**src/verilog/pll_ctrl_map.svh**
```systemverilog
// Purpose: Register layout, reset values and codes for the synthesizer control
// Assumes: Included by the design files only
// Notes: Definitions only
`ifndef PLL_CTRL_MAP_SVH
`define PLL_CTRL_MAP_SVH

// ----------------------------------------
// Access lengths in serial clocks
// ----------------------------------------
`define LEN_CONFIG 6'h08
`define LEN_REF 6'h10
`define LEN_MAIN 6'h18

// ----------------------------------------
// Configuration bit positions
// ----------------------------------------
`define CFG_POL 7
`define CFG_SEL 6
`define CFG_LDE 5
`define CFG_STANDBY_REQUEST 4
`define CFG_IHI 3
`define CFG_ILO 2
`define CFG_PORT 1
`define CFG_OUTB 0
`define CFG_RESET 8'h00

// ----------------------------------------
// Reference word fields
// ----------------------------------------
`define REF_MODE_HI 15
`define REF_MODE_LO 13
`define REF_RATIO_HI 12
`define REF_MODE_STOP 3'h0
`define REF_MODE_XTAL 3'h1
`define REF_MODE_OFF 3'h2
`define REF_MODE_DIV1 3'h3
`define REF_MODE_DIV16 3'h7
`define REF_MODE_DIV8 3'h6
`define REF_RATIO_RESET 13'h0000

// ----------------------------------------
// Main word output A mode field
// ----------------------------------------
`define MAIN_OUTA_HI 23
`define MAIN_OUTA_LO 22
`define OUTA_DATAOUT 2'h0
`define OUTA_PORT 2'h3
`define MAIN_RESET 24'h000000

// ----------------------------------------
// Charge pump current in percent
// ----------------------------------------
`define PCT_FULL 7'h64
`define PCT_STEP10_BASE 7'h46
`define PCT_STEP10 7'h0a
`define PCT_STEP25 7'h19

`endif

```
**src/verilog/pll_ctrl_pkg.sv**
```systemverilog
// Purpose: Types shared by the synthesizer control
// Assumes: Constants live in pll_ctrl_map.svh
// Notes: Types only
package pll_ctrl_pkg;
  typedef enum {
    RUN,
    STANDBY,
    WAIT_COMPARE
  } power_state_type;
endpackage : pll_ctrl_pkg

```
**src/verilog/pll_synth_control.sv**
```systemverilog
// Purpose: Configuration, reference and main registers with standby control
// Assumes: Serial pins asynchronous, two-flop synchronised here
// Notes: Serial rate must stay well below clk/4
//
// Functional notes
// 8-clock access loads configuration only
// Polarity inverts A, swaps B outputs
// Select bit picks detector A or B
// Lock detect enabled else held low
// Standby tri-states A, forces B, stops counters
// Standby lock detect follows enable bit
// Standby keeps all register contents
// Static-low reference mode isolates input in standby
// Recovery step one: counters on, pulses blocked
// First comparison pulse jam-loads, then releases
// Small-step table 70 to 100 percent
// Large-step table 25 to 100 percent
// Both current bits give full current
// Port mode drives output A from config
// Port mode uses small-step table
// Config bit 0 sets open-drain output B
// Output A defaults to serial data out
// 16-clock access: mode now, ratio buffered
// Bare enable pulse moves ratio buffer
// 24-clock access loads main, moves buffer
// Power-up reference ratio is eight
// Modulus low divides 65, high 64
// Reference mode encodings as listed
// Lock detect is AND of B outputs
`timescale 1ns/1ps
`include "pll_ctrl_map.svh"
module pll_synth_control
  import pll_ctrl_pkg::*;
#(
  parameter int MAIN_WIDTH = 24,
  parameter int RATIO_WIDTH = 13
) (
  // Clock and reset
  input wire logic clk,
  input wire logic sys_rst,
  // Serial port
  input wire logic serialClock,
  input wire logic serialData,
  input wire logic serial_enable_strobe_n,
  // Loop timing from counters and detector core
  input wire logic reference_pulse,
  input wire logic comparison_pulse,
  input wire logic countEnd,
  input wire logic rawLeads,
  input wire logic rawLags,
  input wire logic modulusSelect,
  // Detector outputs
  output logic single_ended_detector_out,
  output logic detectorAOe,
  output logic detectorAHigh,
  output logic detectorRefOut_n,
  output logic detectorCmpOut_n,
  output logic lock_detect_out,
  // General-purpose outputs
  output logic outputA,
  output logic outputBOut,
  output logic outputBOe,
  // Counter and analog controls
  output logic countersRun,
  output logic referenceJamLoad,
  output logic detectorInit,
  output logic pulsesToDetectors,
  output logic biasEnable,
  output logic feedbackResistorOn,
  output logic referenceInputOn,
  output logic [2:0] referenceMode,
  output logic [RATIO_WIDTH-1:0] activeRatio,
  output logic [MAIN_WIDTH-1:0] main_counter_word,
  output logic [6:0] pumpPercent,
  output logic divideBy64
);
  logic [1:0] sclkSync_q;
  logic [1:0] sdatSync_q;
  logic [1:0] enbSync_q;
  logic [MAIN_WIDTH-1:0] shiftWord;
  logic [5:0] bitCount;
  logic accessDone;
  logic loadPulse;
  logic shiftOut;
  logic [7:0] config_byte_q;
  logic [RATIO_WIDTH-1:0] ratioBuffer_q;
  logic ratioPending_q;
  power_state_type state_q;
  logic standby;
  logic portMode;
  logic gated;
  logic leadsPol;
  logic lagsPol;
  logic [6:0] pumpPercent_d;

  // ----------------------------------------
  // Pin synchronisers
  // ----------------------------------------
  always_ff @(posedge clk) begin
    if (sys_rst) begin
      sclkSync_q <= 2'h0;
      sdatSync_q <= 2'h0;
      enbSync_q <= 2'h3;
    end else begin
      sclkSync_q <= {sclkSync_q[0], serialClock};
      sdatSync_q <= {sdatSync_q[0], serialData};
      enbSync_q <= {enbSync_q[0], serial_enable_strobe_n};
    end
  end

  serial_capture #(
    .WIDTH(MAIN_WIDTH)
  ) capture (
    .clk(clk),
    .sys_rst(sys_rst),
    .serialClock(sclkSync_q[1]),
    .serialData(sdatSync_q[1]),
    .enableLevel(enbSync_q[1]),
    .shiftWord(shiftWord),
    .bitCount(bitCount),
    .accessDone(accessDone),
    .loadPulse(loadPulse),
    .shiftOut(shiftOut)
  );

  // ----------------------------------------
  // Register loads
  // ----------------------------------------
  // Other lengths are ignored; standby never touches these registers
  always_ff @(posedge clk) begin
    if (sys_rst) begin
      config_byte_q <= `CFG_RESET;
    end else if (accessDone && bitCount == `LEN_CONFIG) begin
      config_byte_q <= shiftWord[7:0];
    end
  end

  always_ff @(posedge clk) begin
    if (sys_rst) begin
      main_counter_word <= `MAIN_RESET;
    end else if (accessDone && bitCount == `LEN_MAIN) begin
      main_counter_word <= shiftWord;
    end
  end

  always_ff @(posedge clk) begin
    if (sys_rst) begin
      referenceMode <= `REF_MODE_DIV8;
      ratioBuffer_q <= `REF_RATIO_RESET;
    end else if (accessDone && bitCount == `LEN_REF) begin
      referenceMode <= shiftWord[`REF_MODE_HI:`REF_MODE_LO];
      ratioBuffer_q <= shiftWord[`REF_RATIO_HI:0];
    end
  end

  // Second buffer waits for the end of the running count cycle
  always_ff @(posedge clk) begin
    if (sys_rst) begin
      ratioPending_q <= 1'b0;
      activeRatio <= `REF_RATIO_RESET;
    end else begin
      if (loadPulse || (accessDone && bitCount == `LEN_MAIN)) begin
        ratioPending_q <= 1'b1;
      end else if (ratioPending_q && countEnd) begin
        ratioPending_q <= 1'b0;
      end
      if (ratioPending_q && countEnd) begin
        activeRatio <= ratioBuffer_q;
      end
    end
  end

  // ----------------------------------------
  // Standby and orderly recovery
  // ----------------------------------------
  // Recovery waits for a comparison pulse so the counters restart in step;
  // releasing on the standby edge alone would give a random first phase
  // error and a longer relock. If no comparison pulse ever arrives the
  // detectors stay blocked, which is the safe side.
  // Re-entering standby while waiting simply returns to standby.
  assign standby = config_byte_q[`CFG_STANDBY_REQUEST];

  always_ff @(posedge clk) begin
    if (sys_rst) begin
      state_q <= RUN;
    end else begin
      unique case (state_q)
        RUN: if (standby) state_q <= STANDBY;
        STANDBY: if (!standby) state_q <= WAIT_COMPARE;
        WAIT_COMPARE: begin
          if (standby) begin
            state_q <= STANDBY;
          end else if (comparison_pulse) begin
            state_q <= RUN;
          end
        end
      endcase
    end
  end

  always_ff @(posedge clk) begin
    if (sys_rst) begin
      countersRun <= 1'b1;
      biasEnable <= 1'b1;
      referenceJamLoad <= 1'b0;
      detectorInit <= 1'b0;
      pulsesToDetectors <= 1'b1;
    end else begin
      countersRun <= !standby;
      biasEnable <= !standby;
      referenceJamLoad <= state_q == WAIT_COMPARE && comparison_pulse && !standby;
      detectorInit <= state_q == WAIT_COMPARE && comparison_pulse && !standby;
      pulsesToDetectors <= state_q == RUN && !standby;
    end
  end

  // Static-low reference output assumed to be the disabled-output mode
  always_ff @(posedge clk) begin
    if (sys_rst) begin
      feedbackResistorOn <= 1'b1;
      referenceInputOn <= 1'b1;
    end else begin
      feedbackResistorOn <= !(standby && referenceMode == `REF_MODE_OFF);
      referenceInputOn <= !(standby && referenceMode == `REF_MODE_OFF);
    end
  end

  // ----------------------------------------
  // Detector and lock outputs
  // ----------------------------------------
  assign gated = pulsesToDetectors;
  assign leadsPol = config_byte_q[`CFG_POL] ? rawLags : rawLeads;
  assign lagsPol = config_byte_q[`CFG_POL] ? rawLeads : rawLags;

  always_ff @(posedge clk) begin
    if (sys_rst) begin
      single_ended_detector_out <= 1'b0;
      detectorAOe <= 1'b0;
      detectorAHigh <= 1'b0;
      detectorRefOut_n <= 1'b1;
      detectorCmpOut_n <= 1'b1;
      lock_detect_out <= 1'b0;
    end else begin
      // Tri-state when B selected or in standby
      detectorAOe <= config_byte_q[`CFG_SEL] && !standby && gated
        && (leadsPol || lagsPol);
      detectorAHigh <= lagsPol;
      single_ended_detector_out <= lagsPol;
      if (config_byte_q[`CFG_SEL] || standby || !gated) begin
        detectorRefOut_n <= 1'b1;
        detectorCmpOut_n <= 1'b1;
      end else begin
        detectorRefOut_n <= !lagsPol;
        detectorCmpOut_n <= !leadsPol;
      end
      if (!config_byte_q[`CFG_LDE]) begin
        lock_detect_out <= 1'b0;
      end else if (standby) begin
        lock_detect_out <= 1'b1;
      end else begin
        lock_detect_out <= !(gated && (leadsPol || lagsPol));
      end
    end
  end

  // ----------------------------------------
  // General outputs and pump current
  // ----------------------------------------
  assign portMode = main_counter_word[`MAIN_OUTA_HI:`MAIN_OUTA_LO] == `OUTA_PORT;

  always_comb begin
    if (config_byte_q[`CFG_IHI] && config_byte_q[`CFG_ILO]) begin
      pumpPercent_d = `PCT_FULL;
    end else if (config_byte_q[`CFG_PORT] && !portMode) begin
      pumpPercent_d = 7'((config_byte_q[3:2] + 2'h1) * `PCT_STEP25);
    end else begin
      pumpPercent_d = 7'(`PCT_STEP10_BASE + config_byte_q[3:2] * `PCT_STEP10);
    end
  end

  always_ff @(posedge clk) begin
    if (sys_rst) begin
      pumpPercent <= `PCT_STEP10_BASE;
      outputA <= 1'b0;
      outputBOut <= 1'b0;
      outputBOe <= 1'b1;
      divideBy64 <= 1'b0;
    end else begin
      pumpPercent <= pumpPercent_d;
      // Other non-port modes are outside this block; show data out
      outputA <= portMode ? config_byte_q[`CFG_PORT] : shiftOut;
      outputBOut <= 1'b0;
      outputBOe <= !config_byte_q[`CFG_OUTB];
      divideBy64 <= modulusSelect;
    end
  end
endmodule : pll_synth_control

```
**src/verilog/serial_capture.sv**
```systemverilog
// Purpose: Serial shift and access length counting
// Assumes: All inputs already synchronised to clk
// Notes: Reports length at the enable rising edge
`timescale 1ns/1ps
`include "pll_ctrl_map.svh"
module serial_capture #(
  parameter int WIDTH = 24
) (
  // Clock and reset
  input wire logic clk,
  input wire logic sys_rst,
  // Synchronised serial pins
  input wire logic serialClock,
  input wire logic serialData,
  input wire logic enableLevel,
  // Captured access
  output logic [WIDTH-1:0] shiftWord,
  output logic [5:0] bitCount,
  output logic accessDone,
  output logic loadPulse,
  output logic shiftOut
);
  logic clkPrev_q;
  logic enbPrev_q;
  logic sawClock_q;

  // ----------------------------------------
  // Shift on rising serial clock while enabled low
  // ----------------------------------------
  always_ff @(posedge clk) begin
    if (sys_rst) begin
      clkPrev_q <= 1'b0;
      enbPrev_q <= 1'b1;
      shiftWord <= '0;
      bitCount <= 6'h00;
      sawClock_q <= 1'b0;
      shiftOut <= 1'b0;
    end else begin
      clkPrev_q <= serialClock;
      enbPrev_q <= enableLevel;
      if (!enableLevel && serialClock && !clkPrev_q) begin
        shiftWord <= {shiftWord[WIDTH-2:0], serialData};
        shiftOut <= shiftWord[WIDTH-1];
        if (bitCount != 6'h3f) begin
          bitCount <= bitCount + 6'h01;
        end
        sawClock_q <= 1'b1;
      end else if (!enableLevel && enbPrev_q) begin
        // Cleared at access start so the length survives the ending edge
        bitCount <= 6'h00;
        sawClock_q <= 1'b0;
      end
    end
  end

  // Rising enable ends an access; no clocks at all, with the serial clock low, means a load pulse
  always_ff @(posedge clk) begin
    if (sys_rst) begin
      accessDone <= 1'b0;
      loadPulse <= 1'b0;
    end else begin
      accessDone <= enableLevel && !enbPrev_q && sawClock_q;
      loadPulse <= enableLevel && !enbPrev_q && !sawClock_q && !serialClock;
    end
  end
endmodule : serial_capture

```
**config.mk**
```make
export PLATFORM = sky130hd
export DESIGN_NAME = pll_synth_control
export DESIGN_NICKNAME = d
export VERILOG_FILES = /design/src/verilog/pll_ctrl_pkg.sv /design/src/verilog/pll_synth_control.sv /design/src/verilog/serial_capture.sv
export VERILOG_INCLUDE_DIRS = /design/src /design/src/verilog
export SDC_FILE = /design/constraint.sdc
export NUM_CORES = 1
export LEC_CHECK = 0
export ABC_CLOCK_PERIOD_IN_PS = 2300
export BUFFER_PORTS_ARGS = -buffer_cell sky130_fd_sc_hd__buf_2
export CAP_MARGIN = 40
export CORE_ASPECT_RATIO = 0.9
export CORE_UTILIZATION = 30
export DETAILED_ROUTE_END_ITERATION = 6
export RECOVER_POWER = 25
export SETUP_SLACK_MARGIN = 0.3
export SKIP_LAST_GASP = 1
export SLEW_MARGIN = 20
export SYNTH_ARGS = -nofsm -noshare
export SYNTH_HDL_FRONTEND = slang
export SYNTH_SLANG_ARGS = --single-unit
```
**constraint.sdc**
```tcl
create_clock -name clk -period 2.3 [get_ports clk]
set_clock_uncertainty 0.1 [all_clocks]
set_input_delay 0.115 -clock clk [delete_from_list [all_inputs] [get_ports clk]]
set_output_delay 0.115 -clock clk [all_outputs]
set_load 0.02 [all_outputs]
```
==> impl_results.md <==
- Cells after Synth: between 500 and 600
- CP startpoint kind: flip-flop
- Drt first-iter violations: 148
- Core Area: roughly 15,000 sq um
- Vias: 3,617
- Chip Height: 119 um
- Crit path arrival time: 2.02 ns
- Tightest Pin Transition: 0.604 ns
- Post-DR wirelength/cell: 12.5 um
- ANT cells: 0
- Final nets: 614
- Flop and latch count out of synthesis: 125
- Synth Flop Type: dfxtp_1
- Area growth from synthesis to layout: 24.0%
- Cell taking the most area after synthesis: dfxtp_1
- Cell Area, Placed: 5010 sq um
- Starting Density: 30.8%
- CTS root buf: clkbuf_16
- Max incr delay on CP: 0.58 ns
- Commonest cells in the netlist: nand2_1 (163), dfxtp_1 (125), a21oi_1 (85)
- Initial antenna violation count: 0
- Count leader, synth: nand2_1
- Global-route wire length before repair: 17,000 um
- Final period util: 80.2%
- Critical Path Fanout Max: 16
- Hold Path Class: in2reg
- Top cell type's share of synthesized area: 55.2%
- Routed Antenna Nets: 0
- Mapped Avg Cell Area: 8.60 sq um
- Post-CTS setup buffer count: 0
- Num rows: 42
- Ports: 75
- Post-synthesis cell type count: 45
- CTS clk-pin slew, worst paths: 0.05 ns
- Critical-path cell list: inv_1 -> ha_1 -> nand4b_4 -> or3_1 -> nand2_1 -> a21oi_1
- Vias in the first global route: about 3,500
- RD Place Congestion: 0.793
- Endpoint class of the critical path: flip-flop
- Mapped Area: 4530 sq um
- Crit-path slowest cell: or3_1
- Vias/cell: 4.48
- Worst Path Class, Setup: reg2reg
- Total CTS buffers: 17
- Synth area leaders: dfxtp_1 (55%), nand2_1 (14%), a21oi_1 (9.4%)
- Total grt overflow: 0
- Post-DP HPWL: 6710 um
- Top routing layer in use: met4
- PD cells: 838 nW/um^2
- Ys Warns: 0
- Async SR Flop Fraction: 0%
- Post-synth EDFFs: 0
- Met1 wire length: 4820 um
- Max-Cap Viols: 0
- Lkg Pwr: about 2.1 nW
- IO buf count: 72
- Post-synthesis sequential area ratio: 55.2%
- Post-route cell area: 5620 sq um
- Achievable clock frequency: 542 MHz
- Maximum VDD drop: 0.000520 V
- GRT Total Usage: 13.8%
- DR WL met2: 4710 um
- H-tree depth: 4
- Largest net degree at the start of global routing: 62
- Total negative slack: 0 ns
- Final Max Slew Viols: 0
- Setup WS pre-CTS: 0.345 ns
- Die area: 15,600 sq um
- Clock Tree Buf Depth: 2
- Slew HR: 59.7%
- Layout cells sized above 1: 15.3%
- Total wire length: 10,100 um
- WP data required: 2.48 ns
- Net Count, Synth: 543
- Final min period: 1.84 ns
- Final setup fails: 0
- RSZ-0062 raised after global routing: no
- Final core occ: 38.2%
- Power Total: 0.00471 W
- Outcome: finished, final reports clean
- Met3 WL: 506 um
- Final Hold Viols: 0
- Setup ws final: between 0.4 and 0.5 ns
- CTS tree: built
- Skew-Pair Late Insertion Delay: 0.40 ns
- Clk sinks: between 100 and 150
- DRC errors left: 0
- First-pass DRT Iterations: 4
- Die Width: 132 um
-- where the power goes --
group	total, W	internal, W	switching, W
logic	0.0000934	0.0000335	0.0000600
registers	0.00218	0.00218	0.00000464
clock network	0.00243	0.00155	0.000876
-- registers in the layout, indices dropped and copies added, names as in the netlist, 2 cells and up --
name and count:
capture.shiftWord 24, main_counter_word 24, activeRatio 13, ratioBuffer_q 13, config_byte_q 8, pumpPercent 7, capture.bitCount 6, referenceMode 3
enbSync_q 2, sclkSync_q 2, sdatSync_q 2, state_q 2
-- layout by cell type (no fill, tap or decap), types with 5 or more instances in the layout --
cell,Yosys,layout
a21oi_1,85,85
buf_2,9,43
buf_4,9,10
clkbuf_1,14,32
clkbuf_16,0,17
dfxtp_1,125,125
dlygate4sd3_1,0,9
ha_1,5,5
inv_1,5,5
mux2i_1,10,10
nand2_1,163,163
nand2b_1,6,6
nor2_1,25,25
nor2b_1,8,8
nor3_1,7,7
or2_2,5,5
-- critical path: cells and delay by family (launching register included) --
kind,cells,cell delay [ns]
fa+ha+maj,1,0.24
flops,1,0.33
simple gates,3,0.88
buf+inv,1,0.08
compound gates,1,0.09
-- path summary, 6_finish.rpt --
path                        from               end  slack [ns]  depth (start not counted)
max          capture.bitCount[0]  ratioBuffer_q[3]        0.46                          6
min                      sys_rst        divideBy64        0.11                          2
max reg2reg  capture.bitCount[0]  ratioBuffer_q[3]        0.46                          6
min reg2reg         enbSync_q[0]      enbSync_q[1]        0.31                          1
-- per-stage QoR --
stage          instances  hold slack (ns)
2_1_floorplan        527            0.119
3_3_place_gp         768            0.203
3_5_place_dp         768            0.206
4_1_cts              807           0.0981
5_1_grt              807            0.116
6_report             807            0.108
-- area by class of cell --
type | count | area [sq um]
clock inverter | 6 | 62.6
timing repair buffer | 90 | 485
sequential | 125 | 2500
inverter | 5 | 18.8
tap | 198 | 248
fill | 1514 | 9100
clock buffer | 24 | 482
multi-input combinational | 359 | 1820
-- per-layer routing --
| metal | global-route usage (%) | vias to the layer above |
|---|---|---|
| met5 | 0 | - |
| met4 | 5.67 | 0 |
| met3 | 4.59 | 2 |
| met2 | 21.5 | 77 |
| met1 | 17.5 | 1672 |
| li1 | - | 1866 |
-- repair_timing --
action,4_1_cts,5_1_grt
setup endpoints to repair,0,8
hold endpoints to repair,10,0
hold buffers,9,0
gates resized for setup,0,1
-- cell families after synthesis --
| logic type | Yosys count | share of synthesized area (%) |
|---|---|---|
| simple gates | 238 | 23.4 |
| fa+ha+maj | 5 | 1.38 |
| compound gates | 99 | 11.8 |
| mux | 11 | 2.46 |
| other cells | 1 | 0.0828 |
| buf+inv | 43 | 4.72 |
| flops | 125 | 55.2 |
| xor+xnor | 5 | 0.967 |
Power figures use the tool's default switching activity.
